`config.mk`:
```
export PLATFORM = sky130hd
export DESIGN_NAME = dtc_timer
export DESIGN_NICKNAME = d
export VERILOG_FILES = /design/src/design/dtc_pkg.sv /design/src/design/dtc_pin_sync.sv /design/src/design/dtc_timer.sv
export SDC_FILE = /design/constraint.sdc
export NUM_CORES = 1
export LEC_CHECK = 0
export ABC_AREA = 1
export BUFFER_PORTS_ARGS = -buffer_cell sky130_fd_sc_hd__buf_2
export CAP_MARGIN = 20
export CORE_UTILIZATION = 55
export DETAILED_ROUTE_END_ITERATION = 12
export PLACE_DENSITY = 0.89
export REMOVE_ABC_BUFFERS = 1
export SLEW_MARGIN = 20
export SYNTH_ARGS = -nofsm -noshare
export SYNTH_HDL_FRONTEND = slang
export SYNTH_SLANG_ARGS = --single-unit
```
`constraint.sdc`:
```
create_clock -name pclk -period 1.82 [get_ports pclk]
set_input_delay 0.273 -clock pclk [delete_from_list [all_inputs] [get_ports pclk]]
set_output_delay 0.273 -clock pclk [all_outputs]
set_load 0.01 [all_outputs]
```
`src/design/dtc_pkg.sv`:
```
`default_nettype none
package dtc_pkg;
	localparam int IDX_W = 10;
	localparam int DATA_W = 8;
	// Register indices; byte address is four times the index
	localparam logic [IDX_W-1:0] IDX_RUN_FLAGS = 10'h088;
	localparam logic [IDX_W-1:0] IDX_MODE_SETUP = 10'h089;
	localparam logic [IDX_W-1:0] IDX_LOW_A = 10'h08a;
	localparam logic [IDX_W-1:0] IDX_LOW_B = 10'h08b;
	localparam logic [IDX_W-1:0] IDX_HIGH_A = 10'h08c;
	localparam logic [IDX_W-1:0] IDX_HIGH_B = 10'h08d;
	localparam logic [IDX_W-1:0] IDX_PRESCALE = 10'h08e;
	localparam logic [IDX_W-1:0] IDX_IRQ_EN = 10'h0a8;
	localparam logic [IDX_W-1:0] IDX_IRQ_PRIO = 10'h0b8;
	localparam logic [DATA_W-1:0] RESET_BYTE = 8'h00;
	// timer_run_and_flags fields
	localparam int RUN_A_BIT = 4;
	localparam int FLAG_A_BIT = 5;
	localparam int RUN_B_BIT = 6;
	localparam int FLAG_B_BIT = 7;
	// timer_mode_setup: one nibble per timer
	localparam int NIB_W = 4;
	localparam int MODE_OFS = 0;
	localparam int MODE_W = 2;
	localparam int SRC_OFS = 2;
	localparam int GATE_OFS = 3;
	// prescale_choice, interrupt_enable_bits, interrupt_priority_bits
	localparam int PRE_A_BIT = 3;
	localparam int PRE_B_BIT = 4;
	localparam int GLOBAL_IRQ_BIT = 7;
	localparam int IRQ_A_BIT = 1;
	localparam int IRQ_B_BIT = 3;
	localparam int PRIO_A_BIT = 1;
	localparam int PRIO_B_BIT = 3;
	// Prescaler
	localparam int PRE_W = 4;
	localparam logic [PRE_W-1:0] DIV_FAST = 4'h4;
	localparam logic [PRE_W-1:0] DIV_SLOW = 4'hc;
	// Count widths
	localparam int LOW13_W = 5;
	localparam int CNT13_W = 13;
	// Interrupt vectors and natural priority (lower is served first)
	localparam logic [DATA_W-1:0] VEC_A = 8'h0b;
	localparam logic [DATA_W-1:0] VEC_B = 8'h1b;
	localparam logic [DATA_W-1:0] VEC_NONE = 8'h00;
	localparam int NAT_PRIO_A = 2;
	localparam int NAT_PRIO_B = 4;
	// Pin index in the synchroniser bank
	localparam int PIN_GATE_OFS = 2;

	typedef enum logic [1:0] {
		MODE_13BIT,
		MODE_16BIT,
		MODE_RELOAD8,
		MODE_SPLIT
	} dtc_mode_t;

	typedef enum logic [3:0] {
		SEL_NONE,
		SEL_RUN_FLAGS,
		SEL_MODE_SETUP,
		SEL_LOW_A,
		SEL_LOW_B,
		SEL_HIGH_A,
		SEL_HIGH_B,
		SEL_PRESCALE,
		SEL_IRQ_EN,
		SEL_IRQ_PRIO
	} dtc_sel_t;

	function automatic dtc_sel_t dtc_decode(input logic [IDX_W-1:0] idx);
		case (idx)
			IDX_RUN_FLAGS: dtc_decode = SEL_RUN_FLAGS;
			IDX_MODE_SETUP: dtc_decode = SEL_MODE_SETUP;
			IDX_LOW_A: dtc_decode = SEL_LOW_A;
			IDX_LOW_B: dtc_decode = SEL_LOW_B;
			IDX_HIGH_A: dtc_decode = SEL_HIGH_A;
			IDX_HIGH_B: dtc_decode = SEL_HIGH_B;
			IDX_PRESCALE: dtc_decode = SEL_PRESCALE;
			IDX_IRQ_EN: dtc_decode = SEL_IRQ_EN;
			IDX_IRQ_PRIO: dtc_decode = SEL_IRQ_PRIO;
			default: dtc_decode = SEL_NONE;
		endcase
	endfunction
endpackage
`default_nettype wire

```
`src/design/dtc_pin_sync.sv`:
```
`default_nettype none
module dtc_pin_sync (
	input  wire logic pclk,
	input  wire logic presetn,
	input  wire logic pin,
	output logic      level,
	output logic      fall
);
	typedef struct packed {
		logic s1;
		logic s2;
		logic s3;
		logic lvl;
	} dtc_sync_t;

	dtc_sync_t q;
	dtc_sync_t d;

	// A change counts only once the second and third stages agree
	always_comb begin
		d = q;
		d.s1 = pin;
		d.s2 = q.s1;
		d.s3 = q.s2;
		if (q.s2 == q.s3) begin
			d.lvl = q.s2;
		end
	end

	always_ff @(posedge pclk or negedge presetn) begin
		if (!presetn) begin
			q <= '0;
		end else begin
			q <= d;
		end
	end

	assign level = q.lvl;
	// RQ21 high then low
	assign fall = q.lvl & (q.s2 == q.s3) & ~q.s2;
endmodule // dtc_pin_sync
`default_nettype wire

```
`src/design/dtc_timer.sv`:
```
// How it works
// RQ1: Counter mode advances on falling count pin; gate pin is active high.
// RQ2: Mode 0 counts 13 bits: high byte over low five bits.
// RQ3: Modes 0 and 1 set the overflow flag on all-ones rollover.
// RQ4: Mode 1 cascades high and low bytes into one 16-bit counter.
// RQ5: Mode 2 counts low byte, reloads it from high byte on overflow.
// RQ6: Timer a mode 3 splits; high half runs on run_bit_b, sets flag b.
// RQ7: Timer b in mode 3 holds its count, as if stopped.
// RQ8: With timer a split, timer b still counts; flag b from split half.
// RQ9: Gate enable set needs gate pin high plus run bit to count.
// RQ10: Source select picks count pin pulses or prescaled clock.
// RQ11: Mode register: timer a low nibble, timer b high nibble.
// RQ12: Run and flag bits at 4,5 (timer a) and 6,7 (timer b).
// RQ13: Prescale bit selects clock divide by 4, else by 12.
// RQ14: Overflow flag clears when the core enters that timer's handler.
// RQ15: Vectors 0x0b and 0x1b, natural priorities 2 and 4.
// RQ16: Software set or clear of a flag acts like hardware.
// RQ17: Interrupt requests need global enable and the timer's enable.
// RQ18: Priority bit at one puts the timer in the high group.
// RQ19: Timer mode counts once per 4 or 12 clock periods.
// RQ20: Count pins are sampled every clock for edge detection.
// RQ21: Falling edge is a high sample then low; counts only when enabled.
`default_nettype none
module dtc_timer #(
	parameter int APB_AW = 12
) (
	input  wire logic              pclk,
	input  wire logic              presetn,
	input  wire logic              psel,
	input  wire logic              penable,
	input  wire logic              pwrite,
	input  wire logic [APB_AW-1:0] paddr,
	input  wire logic [31:0]       pwdata,
	input  wire logic [3:0]        pstrb,
	output logic [31:0]            prdata,
	output logic                   pready,
	output logic                   pslverr,
	input  wire logic              count_pin_a,
	input  wire logic              count_pin_b,
	input  wire logic              gate_pin_a,
	input  wire logic              gate_pin_b,
	input  wire logic              irq_ack_a,
	input  wire logic              irq_ack_b,
	output logic                   irq_req_a,
	output logic                   irq_req_b,
	output logic                   irq_high_a,
	output logic                   irq_high_b,
	output logic [7:0]             irq_vector
);
	typedef struct packed {
		logic [7:0]                     mode_setup;
		logic [1:0]                     run;
		logic [1:0]                     flag;
		logic [1:0]                     pre_sel;
		logic                           global_on;
		logic [1:0]                     irq_on;
		logic [1:0]                     prio;
		logic [1:0][7:0]                hi;
		logic [1:0][7:0]                lo;
		logic [1:0][dtc_pkg::PRE_W-1:0] pre;
		logic [7:0]                     rdata;
		logic [7:0]                     vector;
	} dtc_state_t;

	localparam int FIRST = (dtc_pkg::NAT_PRIO_A < dtc_pkg::NAT_PRIO_B) ? 0 : 1;

	dtc_state_t        q;
	dtc_state_t        d;
	dtc_pkg::dtc_sel_t sel;
	dtc_pkg::dtc_mode_t mode [2];
	logic              wr;
	logic [1:0]        tick;
	logic [1:0]        run;
	logic [1:0]        inc;
	logic [1:0]        hw_set;
	logic [1:0]        req;
	logic [1:0]        ack;
	logic              split_inc;
	logic [16:0]       step_r;
	logic [3:0]        pin_raw;
	logic [3:0]        pin_lvl;
	logic [3:0]        pin_fall;
	logic [7:0]        rd;

	// One counting step: {overflow, high, low}
	function automatic logic [16:0] dtc_step(input dtc_pkg::dtc_mode_t m,
			input logic [7:0] h, input logic [7:0] l);
		logic [dtc_pkg::CNT13_W:0] c13;
		logic [16:0]               c16;
		logic [8:0]                c8;
		c13 = {1'b0, h, l[dtc_pkg::LOW13_W-1:0]} + 14'h0001;
		c16 = {1'b0, h, l} + 17'h00001;
		c8 = {1'b0, l} + 9'h001;
		unique case (m)
			// RQ2 thirteen bit
			dtc_pkg::MODE_13BIT: dtc_step = {c13[dtc_pkg::CNT13_W],
				c13[dtc_pkg::CNT13_W-1:dtc_pkg::LOW13_W],
				l[7:dtc_pkg::LOW13_W], c13[dtc_pkg::LOW13_W-1:0]};
			// RQ4 cascaded sixteen bit
			dtc_pkg::MODE_16BIT: dtc_step = c16;
			// RQ5 reload from high
			dtc_pkg::MODE_RELOAD8: dtc_step = {c8[8], h, c8[8] ? h : c8[7:0]};
			dtc_pkg::MODE_SPLIT: dtc_step = {c8[8], h, c8[7:0]};
		endcase
	endfunction

	// RQ1 falling count, gate high
	assign pin_raw = {gate_pin_b, gate_pin_a, count_pin_b, count_pin_a};
	assign ack = {irq_ack_b, irq_ack_a};

	// RQ20 sample every clock
	for (genvar g = 0; g < 4; g++) begin : g_pin
		dtc_pin_sync u_sync (
			.pclk    (pclk),
			.presetn (presetn),
			.pin     (pin_raw[g]),
			.level   (pin_lvl[g]),
			.fall    (pin_fall[g])
		);
	end

	always_comb begin
		d = q;
		step_r = '0;
		hw_set = '0;
		wr = psel & penable & pwrite & pstrb[0];
		sel = dtc_pkg::dtc_decode(paddr[APB_AW-1:2]);
		for (int i = 0; i < 2; i++) begin
			// RQ13 divide by 4 or 12
			tick[i] = q.pre[i] == ((q.pre_sel[i] ? dtc_pkg::DIV_FAST
				: dtc_pkg::DIV_SLOW) - 4'h1);
			d.pre[i] = tick[i] ? '0 : q.pre[i] + 4'h1;
			mode[i] = dtc_pkg::dtc_mode_t'(q.mode_setup[i * dtc_pkg::NIB_W
				+ dtc_pkg::MODE_OFS +: dtc_pkg::MODE_W]);
			// RQ9 gate and run
			run[i] = q.run[i] & (~q.mode_setup[i * dtc_pkg::NIB_W
				+ dtc_pkg::GATE_OFS] | pin_lvl[dtc_pkg::PIN_GATE_OFS + i]);
		end
		// RQ7 mode 3 stops timer b
		if (mode[1] == dtc_pkg::MODE_SPLIT) begin
			run[1] = 1'b0;
		end
		for (int i = 0; i < 2; i++) begin
			// RQ10 pin or prescaled clock
			inc[i] = run[i] & (q.mode_setup[i * dtc_pkg::NIB_W
				+ dtc_pkg::SRC_OFS] ? pin_fall[i] : tick[i]);
		end
		// RQ19 increment on enabled tick
		if (inc[0]) begin
			step_r = dtc_step(mode[0], q.hi[0], q.lo[0]);
			{d.hi[0], d.lo[0]} = step_r[15:0];
			// RQ3 rollover flag
			hw_set[0] = step_r[16];
		end
		if (inc[1]) begin
			{hw_set[1], d.hi[1], d.lo[1]} =
				dtc_step(mode[1], q.hi[1], q.lo[1]);
		end
		// RQ6 split high half
		split_inc = (mode[0] == dtc_pkg::MODE_SPLIT) & q.run[1] & tick[0];
		// RQ8 flag b owned by split half
		if (mode[0] == dtc_pkg::MODE_SPLIT) begin
			hw_set[1] = split_inc & (&q.hi[0]);
		end
		if (split_inc) begin
			d.hi[0] = q.hi[0] + 8'h01;
		end
		// RQ14 core entry clears
		d.flag = q.flag & ~ack;
		// Software writes to the count bytes win over counting in the same cycle
		if (wr) begin
			unique case (sel)
				dtc_pkg::SEL_RUN_FLAGS: begin
					// RQ12 run and flag bits
					d.run[0] = pwdata[dtc_pkg::RUN_A_BIT];
					d.run[1] = pwdata[dtc_pkg::RUN_B_BIT];
					// RQ16 software flag access
					d.flag[0] = pwdata[dtc_pkg::FLAG_A_BIT];
					d.flag[1] = pwdata[dtc_pkg::FLAG_B_BIT];
				end
				// RQ11 mode nibbles
				dtc_pkg::SEL_MODE_SETUP: d.mode_setup = pwdata[7:0];
				dtc_pkg::SEL_LOW_A: d.lo[0] = pwdata[7:0];
				dtc_pkg::SEL_LOW_B: d.lo[1] = pwdata[7:0];
				dtc_pkg::SEL_HIGH_A: d.hi[0] = pwdata[7:0];
				dtc_pkg::SEL_HIGH_B: d.hi[1] = pwdata[7:0];
				dtc_pkg::SEL_PRESCALE: begin
					d.pre_sel[0] = pwdata[dtc_pkg::PRE_A_BIT];
					d.pre_sel[1] = pwdata[dtc_pkg::PRE_B_BIT];
				end
				dtc_pkg::SEL_IRQ_EN: begin
					d.global_on = pwdata[dtc_pkg::GLOBAL_IRQ_BIT];
					d.irq_on[0] = pwdata[dtc_pkg::IRQ_A_BIT];
					d.irq_on[1] = pwdata[dtc_pkg::IRQ_B_BIT];
				end
				dtc_pkg::SEL_IRQ_PRIO: begin
					d.prio[0] = pwdata[dtc_pkg::PRIO_A_BIT];
					d.prio[1] = pwdata[dtc_pkg::PRIO_B_BIT];
				end
				dtc_pkg::SEL_NONE: begin
				end
			endcase
		end
		// Hardware set wins over any clear in the same cycle
		d.flag = d.flag | hw_set;
		// Read data is latched in the setup phase, so no wait state
		rd = dtc_pkg::RESET_BYTE;
		unique case (sel)
			dtc_pkg::SEL_RUN_FLAGS: begin
				rd[dtc_pkg::RUN_A_BIT] = q.run[0];
				rd[dtc_pkg::FLAG_A_BIT] = q.flag[0];
				rd[dtc_pkg::RUN_B_BIT] = q.run[1];
				rd[dtc_pkg::FLAG_B_BIT] = q.flag[1];
			end
			dtc_pkg::SEL_MODE_SETUP: rd = q.mode_setup;
			dtc_pkg::SEL_LOW_A: rd = q.lo[0];
			dtc_pkg::SEL_LOW_B: rd = q.lo[1];
			dtc_pkg::SEL_HIGH_A: rd = q.hi[0];
			dtc_pkg::SEL_HIGH_B: rd = q.hi[1];
			dtc_pkg::SEL_PRESCALE: begin
				rd[dtc_pkg::PRE_A_BIT] = q.pre_sel[0];
				rd[dtc_pkg::PRE_B_BIT] = q.pre_sel[1];
			end
			dtc_pkg::SEL_IRQ_EN: begin
				rd[dtc_pkg::GLOBAL_IRQ_BIT] = q.global_on;
				rd[dtc_pkg::IRQ_A_BIT] = q.irq_on[0];
				rd[dtc_pkg::IRQ_B_BIT] = q.irq_on[1];
			end
			dtc_pkg::SEL_IRQ_PRIO: begin
				rd[dtc_pkg::PRIO_A_BIT] = q.prio[0];
				rd[dtc_pkg::PRIO_B_BIT] = q.prio[1];
			end
			dtc_pkg::SEL_NONE: begin
			end
		endcase
		if (psel & ~penable) begin
			d.rdata = rd;
		end
		// RQ17 global and own enable
		req = q.flag & q.irq_on & {2{q.global_on}};
		// RQ18 high group first
		if (req[FIRST] & q.prio[FIRST]) begin
			d.vector = FIRST == 0 ? dtc_pkg::VEC_A : dtc_pkg::VEC_B;
		end else if (req[1 - FIRST] & q.prio[1 - FIRST]) begin
			d.vector = FIRST == 0 ? dtc_pkg::VEC_B : dtc_pkg::VEC_A;
		// RQ15 natural order then
		end else if (req[FIRST]) begin
			d.vector = FIRST == 0 ? dtc_pkg::VEC_A : dtc_pkg::VEC_B;
		end else if (req[1 - FIRST]) begin
			d.vector = FIRST == 0 ? dtc_pkg::VEC_B : dtc_pkg::VEC_A;
		end else begin
			d.vector = dtc_pkg::VEC_NONE;
		end
	end

	always_ff @(posedge pclk or negedge presetn) begin
		if (!presetn) begin
			q <= '0;
		end else begin
			q <= d;
		end
	end

	assign prdata = {24'h000000, q.rdata};
	assign pready = 1'b1;
	assign pslverr = psel & penable & (sel == dtc_pkg::SEL_NONE);
	assign irq_req_a = req[0];
	assign irq_req_b = req[1];
	assign irq_high_a = q.prio[0];
	assign irq_high_b = q.prio[1];
	assign irq_vector = q.vector;
endmodule // dtc_timer
`default_nettype wire

```
==> metrics, run 1 <==
top post-synthesis cells by area=dfrtp_1 36%, nand2_1 14%, inv_1 7.0%; Hold Violations, Final=0; VDD IR-drop max=0.524 mV; Starting Density=0.569; register area share after synthesis=0.362; final wirelength=18,000 um; DP Worst Slack=-0.0890 ns; worst-path maximum fanout=7; most frequent cell after synthesis=nand2_1; Die Height=105 um; Residual DRC=0; routed len/inst=16.5 um; Worst Setup EP=q[48]$_DFF_PN0_; Multi-input gate area=3220 um2; H-tree depth=3; Buf+Inv Stages, Crit Path=4; Setup-failing EPs final=0; clk_skew=0.0185 ns; Crit path depth=12; Post-synth top cells=219 x nand2_1, 110 x inv_1, 85 x dfrtp_1; Core ar.=10,300 um2; initial antenna violation count=0; # rows=37; die span in x=105 um; dpl hpwl=13,100 um; Yosys top cell by area=dfrtp_1; Peak Freq=550 MHz; CP Capture Type=flip-flop; worst hold path depth=3; largest net degree at the start of global routing=37; vias in the first global route=5,585; Mapped Cells=838; met3 Usage GRT=0.0625; GRT overflow=0; Worst EP required=2.09 ns; clk sinks=85; ys async rst share=1.00; R2R setup slack=0.003 ns; CP arrival=2.08 ns; Critical Path Max Stage Delay=0.37 ns; syn avg cell area=7.01 um2; Buffers on Ports=46; YS warnings=0; first-pass GRT wire length=27,500 um; drt first pass iters=6; EDFF count, synth=0; Mapped Area=5880 um2; die area=11,100 um2; Tmin final=1.82 ns; proportion of layout cells with a drive suffix above 1=0.253; number of diodes=0; setup ws final=0.00257 ns; outcome=finished clean; Main synth FF type=dfrtp_1; Fill cells=837; post-route ant nets=0; root buf cell=clkbuf_8; CP max-delay cell=dfrtp_1; met2 usage=0.504; gr usage total=0.319; CP Launch Type=flip-flop; CP cell instances=ha_2 > inv_2 > nor2_2 > nand2_1 > nand2_1 > inv_2 > nor2_4 > buf_6 > nand2_2 > xor2_1 > o21ai_1 > inv_1; via count=6,189; Critical path origin=q[21]$_DFF_PN0_; crit-path leading delay family=simple AND/OR/NAND/NOR gates; Leak=3.62 nW; initial drt markers=637; Num CTS Buffers=9; Layout area overhead=20.3%; busiest grt layer=met2; Setup CP Type=flip-flop to flip-flop; power per cell area=530 nW/um2; Via density=5.68; share of the synthesized area in the top cell type=0.362; Reg clk slew, reported paths=0.10 ns; Worst-Skew Late Latency=0.38 ns; CTS tree=yes; class of the worst hold path=input port to flip-flop; register area=2130 um2; synth unique cells=41; met1 global-route usage=0.418; clock buffer depth=2; hold slack=0.140 ns; #FFs+latches synth=85; FF-to-FF End=q[48]$_DFF_PN0_; max-cap viol count=0; IO Pins=105; unrepaired setup endpoints after global routing=true; nets@finish=1,012; Slew Limit Fails=0; Final GP Congestion=0.976; Reg2Reg Launch Point=q[21]$_DFF_PN0_; R2R cell count=12; period utilisation layout=0.999
## power breakdown
group	leakage [nW]	total (W)	switching, W	internal (W)
registers	1.04	0.00199	0.0000488	0.00194
logic	2.49	0.000392	0.000270	0.000121
clock network	0.0970	0.00136	0.000824	0.000539
total	3.62	0.00375	0.00114	0.00261
## routing by layer
layer	part of all wire	up-vias
met3	0.11	80
met4	0.046	0
li1	-	2869
met2	0.46	410
met5	0	-
met1	0.39	2830
## worst min-delay path by stage
| stage | slack [ns] | to | startpoint |
|---|---|---|---|
| after floorplan | -0.02 | g_pin[0].u_sync.d[1]$_DFF_PN0_ | presetn |
| after global placement | 0.24 | q[54]$_DFF_PN0_ | presetn |
| after detailed placement | 0.24 | q[54]$_DFF_PN0_ | presetn |
| after CTS | 0.0008 | g_pin[0].u_sync.d[2]$_DFF_PN0_ | count_pin_a |
| after global routing | 0.14 | q[47]$_DFF_PN0_ | pwdata[7] |
| final | 0.14 | q[55]$_DFF_PN0_ | pwdata[7] |
## placed cells by master (no fill, tap or decap), types with 23 or more instances in the layout
master | netlist | layout
buf_2 | 9 | 45
nor2_1 | 67 | 62
nand4_1 | 23 | 23
inv_1 | 110 | 101
dfrtp_1 | 85 | 79
a21oi_1 | 29 | 25
buf_4 | 44 | 70
nand3_1 | 65 | 57
o21ai_0 | 55 | 46
conb_1 | 2 | 29
nand2_1 | 219 | 203
## area by class of cell
cell class / instances / area share
Clock buffer: 9 / 0.0175
Clock inverter: 7 / 0.0103
Inverter: 124 / 0.0665
Multi-Input combinational cell: 602 / 0.455
Sequential cell: 85 / 0.302
Tap cell: 136 / 0.0241
Timing Repair Buffer: 126 / 0.125
## tightest hold or removal path, stage by stage
cell,delay [ns]
buf_2,0.10
nand2_1,0.05
nand2_1,0.05
## registers in the layout, indices dropped and copies added, names as in the netlist
signal / cells
irq_high_b: 1
mode: 4
prdata: 8
irq_high_a: 1
q: 53
irq_vector: 2
g_pin.u_sync.d: 8
g_pin.u_sync.level: 4
g_pin.u_sync.q: 4
## timing repair
item / in CTS / in global routing
hold buffers: 4 / 1
resized for setup: 9 / 77
buffers inserted: 1 / 18
gates cloned: 0 / 0
setup endpoints to repair: 15 / 33
pin swaps: 1 / 25
endpoints found under the hold margin: 30 / 1
## per-stage QoR
stage	power [W]	area, um2	instances	TNS (ns)	util
finish	0.00375	7070	1089	0	0.685
global route	0.00388	7070	1089	-1.11	0.685
CTS	0.00372	6710	1070	0	0.650
detailed placement	0.00238	6430	1049	-0.252	0.623
global placement	0.00237	6430	1049	0	0.623
floorplan	0.00220	5600	811	-0.603	-
## kinds of logic (layout without fill, tap and decap cells)
family                   Yosys count  count (layout)  share of synthesized area
other                              2              29                    0.00128
XOR/XNOR                          10              10                     0.0149
adder cells (fa/ha/maj)            8               8                     0.0158
AO/OA/AOI/OAI                    133             133                      0.126
buffers and inverters            178             266                      0.144
AND/OR/NAND/NOR                  422             422                      0.336
flip-flops                        85              85                      0.362
No activity file was read; power rests on OpenSTA's default activity.
==> run 2, diff against run 1 <==
RECOVER_POWER = 100   (was default)
==> metrics, run 2 (synthesis results as in run 1) <==
DP Worst Slack=-0.0890 ns (unchanged); Reg clk slew, reported paths=0.10 ns (about the same); power per cell area=532 nW/um2 (+0.33%); Reg2Reg Launch Point=q[21]$_DFF_PN0_; Critical Path Max Stage Delay=0.37 ns (about the same); Tmin final=1.82 ns (+0.00258 ns); drt first pass iters=6 (unchanged); commonest non-fill, non-tap cell in the layout=nand2_1; CP max-delay cell=dfrtp_1; Slew Limit Fails=0 (unchanged); Peak Freq=549 MHz (-0.14%); worst-path maximum fanout=7 (unchanged); slew margin rel.=0.480; outcome=complete, but fails checks; Starting Density=0.569 (unchanged); CP Capture Type=flip-flop; Clk pwr share=0.363 (about the same); Worst-Skew Late Latency=0.38 ns (about the same); dpl hpwl=13,100 um (unchanged); nets@finish=1,012 (unchanged); die span in x=105 um (unchanged); placed cells=1,049 (unchanged); Via density=5.71 (+0.42%); Critical path origin=q[21]$_DFF_PN0_; max FFs per register=53 (unchanged); setup ws final=-0.0000109 ns (-0.00258 ns); vias in the first global route=5,585 (unchanged); via count=6,215 (+0.42%); # rows=37 (unchanged); die area=11,100 um2 (unchanged); Final GP Congestion=0.976 (unchanged); CP arrival=2.09 ns (about the same); first-pass GRT wire length=27,500 um (unchanged); gr usage total=0.319 (unchanged); Die Height=105 um (unchanged); root buf cell=clkbuf_8; CTS tree=yes; Core ar.=10,300 um2 (unchanged); max-cap viol count=0 (unchanged); Setup-failing EPs final=1 (+1); H-tree depth=3 (unchanged); Hold Violations, Final=0 (unchanged); Reg power frac=0.533 (about the same); clk_skew=0.0174 ns (-0.00112 ns); CP cell instances=ha_2 > inv_2 > nor2_2 > nand2_1 > nand2_1 > inv_2 > nor2_4 > buf_6 > nand2_2 > xor2_1 > o21ai_1 > inv_1; most frequent cells in the layout=204 x nand2_1, 101 x inv_1, 79 x dfrtp_1; unrepaired setup endpoints after global routing=true; proportion of layout cells with a drive suffix above 1=0.235 (-0.0178); period utilisation layout=1.00 (+0.00142); sw power=0.00114 W (-0.35%); IO Pins=105 (unchanged); initial drt markers=689 (+8.2%); met3 Usage GRT=0.0625 (unchanged); clk sinks=85 (unchanged); GRT overflow=0 (unchanged); routed len/inst=16.6 um (+0.52%); Leak=3.55 nW (-2.1%); failing checks=negative setup slack; Hold Path Origin=pwdata[7]; Num CTS Buffers=9 (unchanged); Switching Share=0.305 (about the same); CP Launch Type=flip-flop; class of the worst hold path=input port to flip-flop; Comb power frac=0.103 (about the same); Setup CP Type=flip-flop to flip-flop; clock buffer depth=2 (unchanged); initial antenna violation count=0 (unchanged); VDD IR-drop max=0.523 mV (-0.32%); fin cells=1,089 (unchanged); post-route ant nets=0 (unchanged); final wirelength=18,100 um (+0.52%); met2 usage=0.504 (unchanged); Layout area overhead=19.6%; Worst-Margin Slew=0.780 ns; Fill cells=845 (+0.96%); number of diodes=0 (unchanged); Residual DRC=0 (unchanged); busiest grt layer=met2; met1 global-route usage=0.418 (unchanged); largest net degree at the start of global routing=37 (unchanged); Biggest register=q; Buffers on Ports=46 (unchanged); Cell Int Power=0.00260 W (-0.24%); Worst EP required=2.09 ns (about the same)
==> run 2: changes by cell type in the layout (fill, tap and decap cells not counted), sizes merged <==
| cell | before | now |
|---|---|---|
| clkbuf | 9 | 29 |
| buf | 121 | 101 |
==> run 2: path summary, 6_finish.rpt <==
kind                                             endpoint  slack [ns]  depth (start not counted)
min in group asynchronous                 q[54]$_DFF_PN0_        0.51                          2
max in group asynchronous             mode[3]$_DFFE_PN0P_        0.23                          3
min                                       q[47]$_DFF_PN0_        0.14                          3
min reg2reg                g_pin[2].u_sync.d[1]$_DFF_PN0_        0.36                          0
max reg2reg                               q[48]$_DFF_PN0_    -0.00001                         12
max                                       q[48]$_DFF_PN0_    -0.00001                         12
==> run 2: stage by stage <==
stage | hold WS (ns) | util | power (W) | setup TNS, ns | cell area, um2
floorplan | -0.0226 | - | 0.00220 | -0.603 | 5600
global placement | 0.243 | 0.623 | 0.00237 | 0 | 6430
detailed placement | 0.244 | 0.623 | 0.00238 | -0.252 | 6430
CTS | 0.000788 | 0.650 | 0.00372 | 0 | 6710
global route | 0.144 | 0.681 | 0.00388 | -1.17 | 7030
finish | 0.141 | 0.681 | 0.00374 | -0.0000109 | 7030
==> run 2: layout make-up <==
type | instances | area (um2) | area share
clock buffers | 9 | 124 | 0.0176
clock inverters | 7 | 72.6 | 0.0103
inverters | 124 | 470 | 0.0669
multi-input cells | 602 | 3220 | 0.458
flip-flops and latches | 85 | 2130 | 0.304
well taps | 136 | 170 | 0.0242
repair buffers | 126 | 841 | 0.120
==> run 2: power by group through the flow <==
stage          clock network [W]  registers [W]  logic [W]
5_1_grt                  0.00145        0.00200   0.000428
6_report                 0.00136        0.00199   0.000386
3_3_place_gp                   0        0.00202   0.000348
4_1_cts                  0.00136        0.00199   0.000367
2_1_floorplan                  0        0.00201   0.000187
3_5_place_dp                   0        0.00202   0.000357
==> run 2: worst max-delay path: cells and delay by family (launching register included) <==
family	cells	cell delay, ns
XOR/XNOR	1	0.15
AO/OA/AOI/OAI	1	0.13
flip-flops	1	0.37
adder cells (fa/ha/maj)	1	0.19
buffers and inverters	4	0.31
AND/OR/NAND/NOR	5	0.57
==> run 2: metal layers <==
| metal | share of wire | wire, um |
|---|---|---|
| met1 | 0.39 | 7040 |
| met2 | 0.45 | 8200 |
| met3 | 0.10 | 1880 |
| met4 | 0.053 | 951 |
| met5 | 0 | 0 |
==> run 2: timing repair <==
action | 4_1_cts | 5_1_grt
buffers inserted | 1 | 18
gates resized for setup | 9 | 77
hold endpoints to repair | 30 | 1
hold buffers | 4 | 1
pin swaps | 1 | 25
setup endpoints to repair | 15 | 33
